$ cat src/rtl/sampling_clock_pkg.sv
// constants shared by the sampling clock and timestamp control block
// assumes a 40 MHz register clock and a 32-bit APB register bus
package sampling_clock_pkg;
	localparam int        SAMPLE_WIDTH      = 12;
	localparam int        DELAY_WIDTH       = 8;
	localparam int        SYNC_STAGES       = 2;
	localparam int        CORE_LATENCY      = 3;
	localparam int        FIFO_DEPTH        = 4;
	localparam int        CLK_FREQ_MHZ      = 40;

	// register byte offsets
	localparam logic [7:0] OFS_CLOCK_CONTROL_ONE = 8'h00;
	localparam logic [7:0] OFS_MARKER_CONTROL    = 8'h04;
	localparam logic [7:0] OFS_APERTURE_CONTROL  = 8'h08;
	localparam logic [7:0] OFS_FRAME_CONTROL     = 8'h0C;
	localparam logic [7:0] OFS_STATUS            = 8'h10;

	// clock_control_one fields
	localparam int BIT_REF_AS_MARKER   = 0;
	localparam int BIT_SINGLE_CHANNEL  = 1;
	// marker_control fields
	localparam int BIT_MARKER_INSERT   = 0;
	// aperture_control fields
	localparam int POS_COARSE          = 0;
	localparam int POS_FINE            = 8;
	localparam int BIT_INVERT          = 16;
	localparam int BIT_RAMP_EN         = 17;
	localparam int BIT_RAMP_FAST       = 18;
	// frame_control fields
	localparam int POS_DEMUX           = 0;
	localparam int POS_FRAME_LEN       = 8;
	// status fields
	localparam int POS_APPLIED_COARSE  = 0;
	localparam int BIT_RAMP_BUSY       = 8;
	localparam int BIT_REF_SEEN        = 9;

	// reset values
	localparam logic [3:0] RST_DEMUX      = 4'h0;
	localparam logic [7:0] RST_FRAME_LEN  = 8'h01;
	localparam logic [7:0] RST_DELAY      = 8'h00;

	// ramp timing in device clock cycles
	localparam int RAMP_PERIOD_CYCLES = 256;
	localparam int RAMP_SLOW_STEPS    = 1;
	localparam int RAMP_FAST_STEPS    = 4;
	localparam int RAMP_SLOW_INTERVAL = RAMP_PERIOD_CYCLES / RAMP_SLOW_STEPS;
	localparam int RAMP_FAST_INTERVAL = RAMP_PERIOD_CYCLES / RAMP_FAST_STEPS;

	typedef enum logic [1:0] {RAMP_IDLE, RAMP_UP, RAMP_DOWN} ramp_state_t;
endpackage : sampling_clock_pkg

$ cat src/rtl/sample_fifo.sv
// small synchronous FIFO for the output sample path
// assumes one clock; full and empty flags come from flops
`timescale 1ns/1ps
module sample_fifo #(
	parameter int WIDTH = 25,
	parameter int DEPTH = 4
) (
	input  wire logic             clk,
	input  wire logic             reset_n,
	input  wire logic             clk_en,
	input  wire logic             in_valid,
	output logic                  in_ready,
	input  wire logic [WIDTH-1:0] in_data,
	output logic                  out_valid,
	input  wire logic             out_ready,
	output logic [WIDTH-1:0]      out_data
);
	localparam int AW = (DEPTH > 1) ? $clog2(DEPTH) : 1;

	logic [WIDTH-1:0] mem [DEPTH];
	logic [AW-1:0]    wr_ptr_r;
	logic [AW-1:0]    rd_ptr_r;
	logic [AW:0]      count_r;
	logic [AW:0]      count_nxt;
	logic             push;
	logic             pop;

	assign push     = clk_en && in_valid && in_ready;
	assign pop      = clk_en && out_valid && out_ready;
	assign out_data = mem[rd_ptr_r];

	always_comb
	begin
		count_nxt = count_r;
		if (push && !pop)
			count_nxt = count_r + 1'b1;
		else if (pop && !push)
			count_nxt = count_r - 1'b1;
	end

	always_ff @(posedge clk)
	begin
		if (push)
			mem[wr_ptr_r] <= in_data;
	end

	always_ff @(posedge clk or negedge reset_n)
	begin
		if (!reset_n)
		begin
			wr_ptr_r  <= '0;
			rd_ptr_r  <= '0;
			count_r   <= '0;
			in_ready  <= 1'b1;
			out_valid <= 1'b0;
		end
		else if (clk_en)
		begin
			if (push)
				wr_ptr_r <= (wr_ptr_r == AW'(DEPTH - 1)) ? '0 : wr_ptr_r + 1'b1;
			if (pop)
				rd_ptr_r <= (rd_ptr_r == AW'(DEPTH - 1)) ? '0 : rd_ptr_r + 1'b1;
			count_r   <= count_nxt;
			in_ready  <= (count_nxt != (AW+1)'(DEPTH));
			out_valid <= (count_nxt != '0);
		end
	end
endmodule : sample_fifo

$ cat src/rtl/sampling_clock_timestamp_control.sv
// sampling clock, frame strobe, aperture delay and timestamp control
// assumes samples arrive on clk; marker and reference pins are asynchronous
//
// Summary of operation
// - insert marker only when insert enable set
// - marker enabled: upper 11 bits plus marker LSB
// - marker path latency equals sample path latency
// - async trigger sampled alongside the analog input
// - reference-as-marker bit selects reference as source
// - device clock drives sampling, processing, output
// - dual mode: one rising-edge sample per clock
// - single mode: sample on both clock edges
// - reference event resets dividers and strobe logic
// - invert bit delays clocking half a period
// - coarse, fine 256 settings each, combined additively
// - delay shifts all clocks including output timing; lvds_bus_clock follows only the invert bit, not coarse or fine
// - delay rewritable live without halting conversion
// - ramp: one or four coarse steps per 256
//
// Implementation choices: the APB slave port and the address map.
`timescale 1ns/1ps
module sampling_clock_timestamp_control
	import sampling_clock_pkg::*;
#(
	parameter int SW  = SAMPLE_WIDTH,
	parameter int LAT = CORE_LATENCY,
	parameter int FD  = FIFO_DEPTH
) (
	input  wire logic          clk,
	input  wire logic          reset_n,
	input  wire logic          clk_en,
	input  wire logic          psel,
	input  wire logic          penable,
	input  wire logic          pwrite,
	input  wire logic [7:0]    paddr,
	input  wire logic [31:0]   pwdata,
	output logic [31:0]        prdata,
	output logic               pready,
	output logic               pslverr,
	input  wire logic          sample_valid,
	output logic               sample_ready,
	input  wire logic [SW-1:0] ch_a_sample,
	input  wire logic [SW-1:0] ch_b_sample,
	input  wire logic          trigger_marker_input,
	input  wire logic          system_reference_pulse,
	input  wire logic          lvds_ready,
	output logic [2*SW-1:0]    lvds_bus_data,
	output logic               lvds_bus_strobe,
	output logic               lvds_bus_valid,
	output logic               lvds_bus_clock,
	output logic               sample_on_both_edges,
	output logic               half_period_clock_invert,
	output logic [7:0]         coarse_aperture_delay,
	output logic [7:0]         fine_aperture_delay
);
	localparam int PIPE = SYNC_STAGES + LAT;
	localparam int FW   = 2 * SW + 1;

	// register state
	logic        reference_as_marker_enable_r;
	logic        single_channel_r;
	logic        marker_insert_enable_r;
	logic [7:0]  coarse_target_r;
	logic [7:0]  fine_r;
	logic        invert_r;
	logic        aperture_delay_ramp_r;
	logic        ramp_speed_select_r;
	logic [3:0]  demux_factor_setting_r;
	logic [7:0]  frame_length_setting_r;
	logic        ref_seen_r;

	// apb decode
	logic        acc_first;
	logic        wr_take;
	logic        addr_ok;
	logic        wr_aperture;
	logic [31:0] rd_value;

	assign acc_first   = psel && penable && !pready;
	assign wr_take     = psel && penable && pready && pwrite && !pslverr;
	assign wr_aperture = wr_take && (paddr == OFS_APERTURE_CONTROL);
	assign addr_ok     = (paddr == OFS_CLOCK_CONTROL_ONE) || (paddr == OFS_MARKER_CONTROL)
		|| (paddr == OFS_APERTURE_CONTROL) || (paddr == OFS_FRAME_CONTROL)
		|| (paddr == OFS_STATUS);

	// pin synchronisers; first stage feeds only the second
	logic [SYNC_STAGES-1:0] trig_sync_r;
	logic [SYNC_STAGES-1:0] mref_sync_r;
	logic [SYNC_STAGES-1:0] ref_sync_r;
	logic                   ref_last_r;
	logic                   ref_event;

	always_ff @(posedge clk or negedge reset_n)
	begin
		if (!reset_n)
		begin
			ref_sync_r  <= '0;
			ref_last_r  <= 1'b0;
		end
		else if (clk_en)
		begin
			ref_sync_r  <= {ref_sync_r[SYNC_STAGES-2:0], system_reference_pulse};
			ref_last_r  <= ref_sync_r[SYNC_STAGES-1];
		end
	end

	assign ref_event = ref_sync_r[SYNC_STAGES-1] && !ref_last_r;

	// ramp engine
	ramp_state_t ramp_state_r;
	logic [7:0]  applied_coarse_r;
	logic [7:0]  ramp_cnt_r;
	logic        ramp_tick;

	assign ramp_tick = ramp_speed_select_r
		? (ramp_cnt_r[5:0] == 6'(RAMP_FAST_INTERVAL - 1))
		: (ramp_cnt_r == 8'(RAMP_SLOW_INTERVAL - 1));

	always_ff @(posedge clk or negedge reset_n)
	begin
		if (!reset_n)
		begin
			reference_as_marker_enable_r <= 1'b0;
			single_channel_r             <= 1'b0;
			marker_insert_enable_r       <= 1'b0;
			coarse_target_r              <= RST_DELAY;
			fine_r                       <= RST_DELAY;
			invert_r                     <= 1'b0;
			aperture_delay_ramp_r        <= 1'b0;
			ramp_speed_select_r          <= 1'b0;
			demux_factor_setting_r       <= RST_DEMUX;
			frame_length_setting_r       <= RST_FRAME_LEN;
		end
		else if (clk_en && wr_take)
		begin
			case (paddr)
				OFS_CLOCK_CONTROL_ONE:
				begin
					reference_as_marker_enable_r <= pwdata[BIT_REF_AS_MARKER];
					single_channel_r             <= pwdata[BIT_SINGLE_CHANNEL];
				end
				OFS_MARKER_CONTROL:
					marker_insert_enable_r <= pwdata[BIT_MARKER_INSERT];
				OFS_APERTURE_CONTROL:
				begin
					// live rewrite; conversion keeps running
					coarse_target_r       <= pwdata[POS_COARSE +: DELAY_WIDTH];
					fine_r                <= pwdata[POS_FINE +: DELAY_WIDTH];
					invert_r              <= pwdata[BIT_INVERT];
					aperture_delay_ramp_r <= pwdata[BIT_RAMP_EN];
					ramp_speed_select_r   <= pwdata[BIT_RAMP_FAST];
				end
				OFS_FRAME_CONTROL:
				begin
					demux_factor_setting_r <= pwdata[POS_DEMUX +: 4];
					frame_length_setting_r <= pwdata[POS_FRAME_LEN +: 8];
				end
				default:
					;
			endcase
		end
	end

	// reference seen flag: a new event beats a same-cycle clear
	always_ff @(posedge clk or negedge reset_n)
	begin
		if (!reset_n)
			ref_seen_r <= 1'b0;
		else if (clk_en)
		begin
			if (ref_event)
				ref_seen_r <= 1'b1;
			else if (wr_take && paddr == OFS_STATUS && pwdata[BIT_REF_SEEN])
				ref_seen_r <= 1'b0;
		end
	end

	always_ff @(posedge clk or negedge reset_n)
	begin
		if (!reset_n)
		begin
			ramp_state_r     <= RAMP_IDLE;
			applied_coarse_r <= RST_DELAY;
			ramp_cnt_r       <= '0;
		end
		else if (clk_en)
		begin
			ramp_cnt_r <= wr_aperture ? 8'h00 : ramp_cnt_r + 8'h01;
			case (ramp_state_r)
				RAMP_IDLE:
				begin
					if (!aperture_delay_ramp_r)
						applied_coarse_r <= coarse_target_r;
					else if (coarse_target_r > applied_coarse_r)
						ramp_state_r <= RAMP_UP;
					else if (coarse_target_r < applied_coarse_r)
						ramp_state_r <= RAMP_DOWN;
				end
				RAMP_UP:
				begin
					if (!aperture_delay_ramp_r)
					begin
						ramp_state_r     <= RAMP_IDLE;
						applied_coarse_r <= coarse_target_r;
					end
					else if (coarse_target_r <= applied_coarse_r)
						ramp_state_r <= RAMP_IDLE;
					else if (ramp_tick)
						applied_coarse_r <= applied_coarse_r + 8'h01;
				end
				RAMP_DOWN:
				begin
					if (!aperture_delay_ramp_r)
					begin
						ramp_state_r     <= RAMP_IDLE;
						applied_coarse_r <= coarse_target_r;
					end
					else if (coarse_target_r >= applied_coarse_r)
						ramp_state_r <= RAMP_IDLE;
					else if (ramp_tick)
						applied_coarse_r <= applied_coarse_r - 8'h01;
				end
				default:
					ramp_state_r <= RAMP_IDLE;
			endcase
		end
	end

	// delay controls to the clock path; the three act independently
	always_ff @(posedge clk or negedge reset_n)
	begin
		if (!reset_n)
		begin
			coarse_aperture_delay    <= RST_DELAY;
			fine_aperture_delay      <= RST_DELAY;
			half_period_clock_invert <= 1'b0;
			sample_on_both_edges     <= 1'b0;
		end
		else if (clk_en)
		begin
			coarse_aperture_delay    <= applied_coarse_r;
			fine_aperture_delay      <= fine_r;
			half_period_clock_invert <= invert_r;
			sample_on_both_edges     <= single_channel_r;
		end
	end

	// frame divider and strobe generation
	logic [11:0] frame_cycles_r;
	logic [11:0] frame_cnt_r;
	logic        div_r;

	always_ff @(posedge clk or negedge reset_n)
	begin
		if (!reset_n)
		begin
			frame_cycles_r <= 12'h001;
			frame_cnt_r    <= '0;
			div_r          <= 1'b0;
		end
		else if (clk_en)
		begin
			frame_cycles_r <= ({8'h00, demux_factor_setting_r} + 12'h001)
				* {4'h0, frame_length_setting_r};
			if (ref_event)
			begin
				// deterministic restart of divider and strobe phase
				frame_cnt_r <= '0;
				div_r       <= 1'b0;
			end
			else
			begin
				div_r <= ~div_r;
				if (frame_cnt_r + 12'h001 >= frame_cycles_r)
					frame_cnt_r <= '0;
				else
					frame_cnt_r <= frame_cnt_r + 12'h001;
			end
		end
	end

	// sample and marker pipelines, stalled together by back-pressure
	logic          advance;
	logic          fifo_in_ready;
	logic [SW-1:0] pipe_a_r [PIPE];
	logic [SW-1:0] pipe_b_r [PIPE];
	logic [PIPE-1:0] pipe_v_r;
	logic [LAT-1:0]  mark_pipe_r;
	logic          marker_src;
	logic [SW-1:0] lane_a;
	logic [SW-1:0] lane_b;
	logic          strobe_now;

	assign advance      = clk_en && fifo_in_ready;
	assign sample_ready = fifo_in_ready;
	assign marker_src   = reference_as_marker_enable_r
		? mref_sync_r[SYNC_STAGES-1] : trig_sync_r[SYNC_STAGES-1];
	assign strobe_now   = (frame_cnt_r == 12'h000);

	always_ff @(posedge clk)
	begin
		if (advance)
		begin
			pipe_a_r[0] <= ch_a_sample;
			pipe_b_r[0] <= ch_b_sample;
			for (int i = 1; i < PIPE; i++)
			begin
				// samples wait through the sync depth so the marker lines up
				pipe_a_r[i] <= pipe_a_r[i-1];
				pipe_b_r[i] <= pipe_b_r[i-1];
			end
		end
	end

	always_ff @(posedge clk or negedge reset_n)
	begin
		if (!reset_n)
		begin
			pipe_v_r    <= '0;
			mark_pipe_r <= '0;
			trig_sync_r <= '0;
			mref_sync_r <= '0;
		end
		else if (advance)
		begin
			// marker syncs step with the samples, so a stall cannot skew the pairing
			trig_sync_r <= {trig_sync_r[SYNC_STAGES-2:0], trigger_marker_input};
			mref_sync_r <= {mref_sync_r[SYNC_STAGES-2:0], system_reference_pulse};
			pipe_v_r    <= {pipe_v_r[PIPE-2:0], sample_valid};
			mark_pipe_r <= {mark_pipe_r[LAT-2:0], marker_src};
		end
	end

	// both lanes share the marker; in single mode b is the falling-edge sample
	always_comb
	begin
		lane_a = pipe_a_r[PIPE-1];
		lane_b = pipe_b_r[PIPE-1];
		if (marker_insert_enable_r)
		begin
			lane_a = {pipe_a_r[PIPE-1][SW-1:1], mark_pipe_r[LAT-1]};
			lane_b = {pipe_b_r[PIPE-1][SW-1:1], mark_pipe_r[LAT-1]};
		end
	end

	// output fifo toward the receiver
	logic          fifo_out_valid;
	logic          fifo_pop;
	logic [FW-1:0] fifo_out_data;

	assign fifo_pop = !lvds_bus_valid || lvds_ready;

	sample_fifo #(
		.WIDTH (FW),
		.DEPTH (FD)
	) u_fifo (
		.clk       (clk),
		.reset_n   (reset_n),
		.clk_en    (clk_en),
		.in_valid  (pipe_v_r[PIPE-1] && clk_en),
		.in_ready  (fifo_in_ready),
		.in_data   ({strobe_now, lane_b, lane_a}),
		.out_valid (fifo_out_valid),
		.out_ready (fifo_pop),
		.out_data  (fifo_out_data)
	);

	always_ff @(posedge clk or negedge reset_n)
	begin
		if (!reset_n)
		begin
			lvds_bus_data   <= '0;
			lvds_bus_strobe <= 1'b0;
			lvds_bus_valid  <= 1'b0;
			lvds_bus_clock  <= 1'b0;
		end
		else if (clk_en)
		begin
			lvds_bus_clock <= div_r ^ invert_r;
			if (fifo_pop)
			begin
				lvds_bus_valid  <= fifo_out_valid;
				lvds_bus_data   <= fifo_out_data[2*SW-1:0];
				lvds_bus_strobe <= fifo_out_valid && fifo_out_data[FW-1];
			end
		end
	end

	// apb slave: one wait state, read data and error from flops
	always_comb
	begin
		rd_value = 32'h0000_0000;
		case (paddr)
			OFS_CLOCK_CONTROL_ONE:
			begin
				rd_value[BIT_REF_AS_MARKER]  = reference_as_marker_enable_r;
				rd_value[BIT_SINGLE_CHANNEL] = single_channel_r;
			end
			OFS_MARKER_CONTROL:
				rd_value[BIT_MARKER_INSERT] = marker_insert_enable_r;
			OFS_APERTURE_CONTROL:
			begin
				rd_value[POS_COARSE +: DELAY_WIDTH] = coarse_target_r;
				rd_value[POS_FINE +: DELAY_WIDTH]   = fine_r;
				rd_value[BIT_INVERT]                = invert_r;
				rd_value[BIT_RAMP_EN]               = aperture_delay_ramp_r;
				rd_value[BIT_RAMP_FAST]             = ramp_speed_select_r;
			end
			OFS_FRAME_CONTROL:
			begin
				rd_value[POS_DEMUX +: 4]     = demux_factor_setting_r;
				rd_value[POS_FRAME_LEN +: 8] = frame_length_setting_r;
			end
			OFS_STATUS:
			begin
				rd_value[POS_APPLIED_COARSE +: DELAY_WIDTH] = applied_coarse_r;
				rd_value[BIT_RAMP_BUSY] = (ramp_state_r != RAMP_IDLE);
				rd_value[BIT_REF_SEEN]  = ref_seen_r;
			end
			default:
				rd_value = 32'h0000_0000;
		endcase
	end

	always_ff @(posedge clk or negedge reset_n)
	begin
		if (!reset_n)
		begin
			pready  <= 1'b0;
			pslverr <= 1'b0;
			prdata  <= 32'h0000_0000;
		end
		else if (clk_en)
		begin
			pready <= acc_first;
			if (acc_first)
			begin
				pslverr <= !addr_ok;
				prdata  <= (!pwrite && addr_ok) ? rd_value : 32'h0000_0000;
			end
			else
			begin
				pslverr <= 1'b0;
				prdata  <= 32'h0000_0000;
			end
		end
	end
endmodule : sampling_clock_timestamp_control

$ cat config.mk
export PLATFORM = sky130hd
export DESIGN_NAME = sampling_clock_timestamp_control
export DESIGN_NICKNAME = d
export VERILOG_FILES = /design/src/rtl/sampling_clock_pkg.sv /design/src/rtl/sample_fifo.sv /design/src/rtl/sampling_clock_timestamp_control.sv
export SDC_FILE = /design/constraint.sdc
export NUM_CORES = 1
export LEC_CHECK = 0
export BUFFER_PORTS_ARGS = -buffer_cell sky130_fd_sc_hd__buf_2
export CORE_ASPECT_RATIO = 1.1
export CORE_MARGIN = 1
export CORE_UTILIZATION = 40
export DETAILED_ROUTE_END_ITERATION = 16
export SLEW_MARGIN = 10
export SYNTH_ARGS = -nofsm -noshare
export SYNTH_HDL_FRONTEND = slang
export SYNTH_HIERARCHICAL = 1
export SYNTH_SLANG_ARGS = --single-unit
$ cat constraint.sdc
create_clock -name clk -period 3.8 [get_ports clk]
set_input_delay 0.19 -clock clk [delete_from_list [all_inputs] [get_ports clk]]
set_output_delay 0.19 -clock clk [all_outputs]
set_load 0.1 [all_outputs]
==> reports/qor.txt, run 1 <==
Clock Path Buffers: 3
period utilisation layout: 99.6%
Slew HR: 34.1%
FF+latch count, synth: 388
power per cell area: 639 nW/um^2
EDFF count, synth: 220
met2 usage: 26.8%
total routed wirelength: 33.7 mm
CP arrival: 4220 ps
Die ar.: 43100 sq um
R2R depth: 15
most used cell, CP: fa_1
post-route cell area: 20300 sq um
Die H: 218 um
GR Util met1: 20.9%
Die X: 198 um
worst skew pair latency: 570 ps
GR Util met3: 2.97%
Post-synth ARST share: 43.3%
skew final: 10.4 ps
CTS tree: yes
startpoint type of the worst setup path: flop
RSZ-0062 raised after global routing: true
Initial Util: 40.8%
slowest cell on the critical path: fa_1
Syn Inst Count: 1142
Slew Viols, Final: 0
P&R area growth vs syn: 20.1%
critical path required time: 4240 ps
drt pass-1 iters: 5
synthesized area per cell: 14.8 sq um
vias in the first global route: 9888
wire per inst: 17.3 um
P_leak: 8.44 nW
RePlAce Congestion: 0.837
Hold Path Depth: 4
row cnt: 78
Ant. Diodes: 0
Largest stage delay, worst path: 530 ps
initial antenna violation count: 1
drc violations: 0
global route hottest layer: met2
flop-to-flop setup slack: 20 ps
clk slew on worst S/H paths: 60 ps
Placed Instance Area: 18300 sq um
layout cells sized above 1: 27.8%
H-Tree Depth: 2
worst slew pin tran: 988 ps
Hold Vio Cnt, Final: 0
Seq/Total Area, Yosys: 64.0%
Num CTS Buffers: 42
Synthesis Warnings: 6
Total GRT Usage: 16.1%
vias per cell: 5.03
root buffer cell: clkbuf_16
Crit Path Max Fanout: 6
status: completed
fin crit period: 3780 ps
largest net degree at the start of global routing: 92
Top FF cell, synth: edfxtp_1
DR vias: 9787
Tot Pwr: 13.0 mW
WHS: 41.1 ps
total grt overflow: 0
Synth cell types: 82
crit-path cells: ha_4 > xor2_4 > and2_4 > fa_1 > fa_1 > inv_1 > fa_1 > inv_2 > ha_4 > nand3_4 > o2111ai_4 > a21oi_2 > o21bai_1 > xnor2_1 > mux2i_1
HPWL after DPL: 21.7 mm
Buffers on Ports: 127
Nets: 1500
first-pass GRT wire length: 53.7 mm
Fmax: 0.264 GHz
final setup fails: 0
Hold Crit Class: primary input to flop
max_cap viols: 0
Critical Path End Type: flop
clk sinks: 388
Initial DRC Count: 439
Placeable Area: 41500 sq um
Critical Setup Path Class: flop to flop
Syn Std Cell Area: 16900 sq um
Routed Antenna Nets: 0
VDD IR-drop max: 338 uV
# IOs: 154
-- cell families after synthesis --
family / Yosys count / synth area share, %
buf+inv: 123 / 3.40
mux: 133 / 10.8
xor+xnor: 33 / 1.71
compound gates: 168 / 6.80
simple gates: 223 / 7.16
flops: 388 / 64.0
other cells: 1 / 0.0222
fa+ha+maj: 73 / 6.16
-- per-layer routing --
metal / up-vias / wire length (um)
met2: 195 / 16700
met3: 57 / 1350
met1: 4907 / 14700
met4: 2 / 883
li1: 4626 / -
met5: - / 16
-- critical path, delay by kind of cell (launching register included) --
kind / cells / cell delay [ps]
AOI/OAI and AO/OA: 3 / 470
xor gates and xnor gates: 2 / 300
muxes: 1 / 80
buffers and inverters: 2 / 100
and+or+nand+nor: 2 / 250
adders and majority gates: 5 / 2010
DFF: 1 / 450
-- registers in the layout, indices dropped and copies added (netlist names), 3 cells and up --
| register | count |
|---|---|
| pipe_b_r | 60 |
| frame_cnt_r | 12 |
| frame_cycles_r | 12 |
| pipe_a_r | 60 |
| demux_factor_setting_r | 4 |
| u_fifo/mem | 100 |
| coarse_target_r | 8 |
| u_fifo/count_r | 3 |
| pipe_v_r | 5 |
| applied_coarse_r | 8 |
| ramp_cnt_r | 8 |
| fine_aperture_delay | 8 |
| lvds_bus_data | 24 |
| frame_length_setting_r | 8 |
| prdata | 19 |
| coarse_aperture_delay | 8 |
| fine_r | 8 |
| mark_pipe_r | 3 |
-- cells in the mapped netlist, drive strengths merged, types with 11 or more instances --
cell type | n | area (sq um)
nor2 | 31 | 140
nor4 | 11 | 83.8
xnor2 | 22 | 193
nor3 | 23 | 120
nand2b | 13 | 83.8
o2bb2ai | 16 | 140
mux2i | 12 | 133
nand3 | 21 | 105
clkbuf | 21 | 80.1
and3 | 13 | 87.6
a21oi | 30 | 150
mux4 | 25 | 563
nand2 | 56 | 218
buf | 31 | 228
edfxtp | 220 | 6610
mux2 | 96 | 1130
ha | 56 | 701
o21ai | 41 | 205
fa | 17 | 340
a21o | 16 | 120
and2 | 27 | 169
xor2 | 11 | 96.3
inv | 71 | 267
dfrtp | 165 | 4130
-- area by class of cell --
cell class / count / area (sq um)
Timing Repair Buffer: 207 / 1390
Tap cell: 560 / 701
Clock buffer: 57 / 1190
Clock inverter: 20 / 213
Multi-Input combinational cell: 643 / 5720
Fill cell: 3595 / 21200
Sequential cell: 388 / 10800
Inverter: 71 / 270
-- where the power goes --
group	switching (mW)	total, mW	internal, mW
registers	0.469	5.70	5.23
clock network	1.68	4.04	2.36
logic	2.24	3.22	0.979
-- per-stage QoR --
step,utilization (%),instances,setup WS [ps],TNS (ps)
global route,48.9,1946,-164,-490
floorplan,-,1154,-99.3,-191
detailed placement,44.1,1819,-219,-712
CTS,48.9,1945,-34.0,-51.8
finish,48.9,1946,16.7,0
global placement,44.1,1819,-132,-398
-- timing repair --
item / CTS / global route
pin swaps: 35 / 15
resized for setup: 19 / 7
setup buffers: 2 / 1
hold buffers: 47 / 0
endpoints found under the hold margin: 150 / 0
setup endpoints to repair: 4 / 4
gates cloned: 0 / 0
-- final timing paths --
check                                          start                       end
setup / recovery           demux_factor_setting_r[0]         frame_cycles_r[9]
hold / removal                               penable             ramp_cnt_r[1]
setup reg to reg           demux_factor_setting_r[0]         frame_cycles_r[9]
hold reg to reg                      pipe_a_r[0][27]           pipe_a_r[0][39]
max in group asynchronous                    reset_n  coarse_aperture_delay[1]
min in group asynchronous                    reset_n    fine_aperture_delay[4]
-- placed cells by master (no fill, tap or decap), types with 7 or more instances in the layout --
cell and instances:
edfxtp_1 220, dfrtp_1 162, buf_2 126, mux2_2 71, inv_1 67, ha_1 52
nand2_1 50, dlygate4sd3_1 47, clkbuf_16 43, o21ai_0 37, buf_4 31, nor2_1 29
a21oi_1 26, mux4_2 25, and2_1 23, nor3_1 22, xnor2_1 21, nand3_1 18
a21o_1 16, o2bb2ai_1 16, fa_1 16, mux2_1 13, conb_1 13, nand2b_1 12
mux2_4 12, mux2i_1 11, xor2_1 10, nor4_1 10, a22o_1 8, clkbuf_1 8
and3_1 7, a22oi_1 7
Note: power is estimated with default switching activity, not from simulation.
==> inputs of run 2 (changes only) <==
SYNTH_HIERARCHICAL = unset   (was 1)
==> run 2 against run 1 <==
Compared with the run above: the flow now finishes with violations (negative setup slack); global-route usage fell by 0.42 points; setup slack got worse by 130 ps; wire length fell by 2.9%.
==> reports/qor.txt, run 2 <==
status: finished with violations (was completed)
failing checks: negative setup slack
Placed Instance Area: 18100 sq um (was 18300 sq um)
Crit Path Max Fanout: 8 (was 6)
layout cells sized above 1: 28.2% (was 27.8%)
crit-path cells: ha_4 > xor2_4 > nand2_2 > fa_1 > fa_1 > fa_1 > inv_2 > ha_4 > a21o_1 > a21oi_4 > o21bai_1 > a31o_2 > a21oi_2 > xor2_1 > mux2i_1 (was ha_4 > xor2_4 > and2_4 > fa_1 > fa_1 > inv_1 > fa_1 > inv_2 > ha_4 > nand3_4 > o2111ai_4 > a21oi_2 > o21bai_1 > xnor2_1 > mux2i_1)
startpoint type of the worst setup path: flop (unchanged)
Synthesis Warnings: 0 (was 6)
Slew Viols, Final: 0 (unchanged)
H-Tree Depth: 2 (unchanged)
R2R depth: 15 (unchanged)
Top FF cell, synth: edfxtp_1 (unchanged)
Fmax: 0.256 GHz (was 0.264 GHz)
# IOs: 154 (unchanged)
Syn Inst Count: 1143 (was 1142)
Seq/Total Area, Yosys: 64.7% (was 64.0%)
Hold Crit Class: primary input to flop (unchanged)
clk sinks: 388 (unchanged)
ranking of synthesized cells by area: edfxtp_1 40%, dfrtp_1 25%, mux2_2 5.5% (was edfxtp_1 39%, dfrtp_1 24%, mux2_2 4.7%)
clk slew on worst S/H paths: 50 ps (was 60 ps)
row cnt: 78 (unchanged)
Critical Path Source: demux_factor_setting_r[0] (unchanged)
most common cell after layout, fill and taps aside: edfxtp_1 (unchanged)
final setup fails: 2 (was 0)
Clock Path Buffers: 3 (unchanged)
commonest cells after routing, fill and taps aside: 220 x edfxtp_1, 161 x dfrtp_1, 126 x buf_2 (was 220 x edfxtp_1, 162 x dfrtp_1, 126 x buf_2)
RSZ-0062 raised after global routing: true (unchanged)
FF+latch count, synth: 388 (unchanged)
Syn Std Cell Area: 16700 sq um (was 16900 sq um)
slowest cell on the critical path: fa_1 (unchanged)
Setup crit end: frame_cycles_r[10] (was frame_cycles_r[9])
Ant. Diodes: 0 (unchanged)
max reg flops: 100 (unchanged)
total grt overflow: 0 (unchanged)
critical path required time: 4200 ps (was 4240 ps)
Slew HR: 34.2% (was 34.1%)
fin crit period: 3910 ps (was 3780 ps)
max_cap viols: 0 (unchanged)
Regs by FF count: u_fifo.mem (100), pipe_a_r (60), pipe_b_r (60) (was u_fifo/mem (100), pipe_a_r (60), pipe_b_r (60))
post-layout util: 48.8% (was 48.9%)
Routed Antenna Nets: 0 (unchanged)
Initial Util: 40.6% (was 40.8%)
Placed Instances: 1813 (was 1819)
FF-to-FF End: frame_cycles_r[10] (was frame_cycles_r[9])
Critical Setup Path Class: flop to flop (unchanged)
Initial DRC Count: 505 (was 439)
Buffers on Ports: 127 (unchanged)
WHS: 59.4 ps (was 41.1 ps)
Die ar.: 42600 sq um (was 43100 sq um)
worst skew pair latency: 550 ps (was 570 ps)
largest net degree at the start of global routing: 77 (was 92)
Num CTS Buffers: 41 (was 42)
VDD IR-drop max: 410 uV (was 338 uV)
Largest stage delay, worst path: 510 ps (was 530 ps)
RePlAce Congestion: 0.816 (was 0.837)
drc violations: 0 (unchanged)
drt pass-1 iters: 5 (unchanged)
Place WS: -203 ps (was -219 ps)
synthesized area per cell: 14.6 sq um (was 14.8 sq um)
sum of negative setup slack: -125 ps (was 0 ps)
wire per inst: 16.8 um (was 17.3 um)
P&R area growth vs syn: 20.2% (was 20.1%)
period utilisation layout: 103% (was 99.6%)
total routed wirelength: 32.7 mm (was 33.7 mm)
Post-synth ARST share: 43.3% (unchanged)
Synth area leader: edfxtp_1 (unchanged)
flop-to-flop setup slack: -110 ps (was 20 ps)
CTS tree: yes (unchanged)
skew final: 17.4 ps (was 10.4 ps)
hold path startpoint: pwrite (was penable)
power per cell area: 625 nW/um^2 (was 639 nW/um^2)
vias per cell: 4.94 (was 5.03)
EDFF count, synth: 220 (unchanged)
HPWL after DPL: 20.9 mm (was 21.7 mm)
most used cell, CP: fa_1 (unchanged)
Nets: 1500 (unchanged)
Synth top area share: 39.5% (was 39.1%)
Tot Pwr: 12.6 mW (was 13.0 mW)
first-pass GRT wire length: 52.5 mm (was 53.7 mm)
Most flops, register: u_fifo.mem (was u_fifo/mem)
Die H: 216 um (was 218 um)
worst slew pin tran: 980 ps (was 988 ps)
Synth cell types: 74 (was 82)
top-count cell post-synth: edfxtp_1 (unchanged)
Setup WS post-layout: -110 ps (was 16.7 ps)
Hold Vio Cnt, Final: 0 (unchanged)
initial antenna violation count: 0 (was 1)
Reg2Reg Launch Point: demux_factor_setting_r[0] (unchanged)
root buffer cell: clkbuf_16 (unchanged)
CP arrival: 4310 ps (was 4220 ps)
top post-synthesis cells by count: 220 x edfxtp_1, 165 x dfrtp_1, 93 x nand2_1 (was 220 x edfxtp_1, 165 x dfrtp_1, 71 x mux2_2)
post-route cell area: 20100 sq um (was 20300 sq um)
Critical Path End Type: flop (unchanged)
non-filler cells, final: 1944 (was 1946)
P_leak: 8.43 nW (was 8.44 nW)
Die X: 197 um (was 198 um)
Placeable Area: 41200 sq um (was 41500 sq um)
vias in the first global route: 9965 (was 9888)
Total GRT Usage: 15.7% (was 16.1%)
DR vias: 9604 (was 9787)
==> run 2: report_power, final <==
group          internal, mW  total (mW)  switching, mW
clock network          2.23        3.87           1.64
logic                 0.808        2.85           2.04
registers              5.39        5.85          0.459
==> run 2: cell type report <==
cell class                      count  area [sq um]
Sequential cell                   388         10800
Timing Repair Buffer              210          1400
Multi-Input combinational cell    636          5550
Tap cell                          560           701
Clock inverter                     23           214
Fill cell                        3673         21100
Clock buffer                       51          1110
Inverter                           76           290
==> run 2: worst min-delay path by stage <==
stage	end	slack (ps)	depth (start not counted)
finish	prdata[0]	60	4
global route	prdata[0]	70	4
CTS	prdata[0]	30	4
detailed placement	fine_aperture_delay[2]	230	1
global placement	fine_aperture_delay[2]	220	1
floorplan	aperture_delay_ramp_r	-110	0
==> run 2: critical path: cells and delay by family (launching register included) <==
| kind | cells | cell delay [ps] |
|---|---|---|
| muxes | 1 | 90 |
| AOI/OAI and AO/OA | 5 | 830 |
| adders and majority gates | 5 | 1840 |
| xor gates and xnor gates | 2 | 400 |
| DFF | 1 | 450 |
| and+or+nand+nor | 1 | 80 |
| buffers and inverters | 1 | 50 |
==> run 2: per-layer routing <==
metal / vias to the layer above / part of all wire, % / global-route usage (%)
li1: 4561 / - / -
met1: 4803 / 43 / 19.7
met2: 171 / 50 / 26.7
met3: 69 / 3.2 / 2.57
met4: 0 / 3.4 / 6.54
met5: - / 0 / 0
==> run 2: logic make-up (layout without fill, tap and decap cells) <==
kind of cell	Yosys count	in the layout	share of synthesized area, %
AOI/OAI and AO/OA	150	150	6.40
xor gates and xnor gates	37	37	1.94
adders and majority gates	73	73	6.23
buffers and inverters	131	360	3.53
DFF	388	388	64.7
muxes	118	118	9.55
other	1	13	0.0224
and+or+nand+nor	245	245	7.65
==> run 2: repair_timing <==
item | in CTS | in global routing
setup endpoints to repair | 4 | 5
buffers inserted | 6 | 3
resized for setup | 12 | 14
hold endpoints to repair | 123 | 0
pin swaps | 21 | 12
hold buffers | 49 | 0
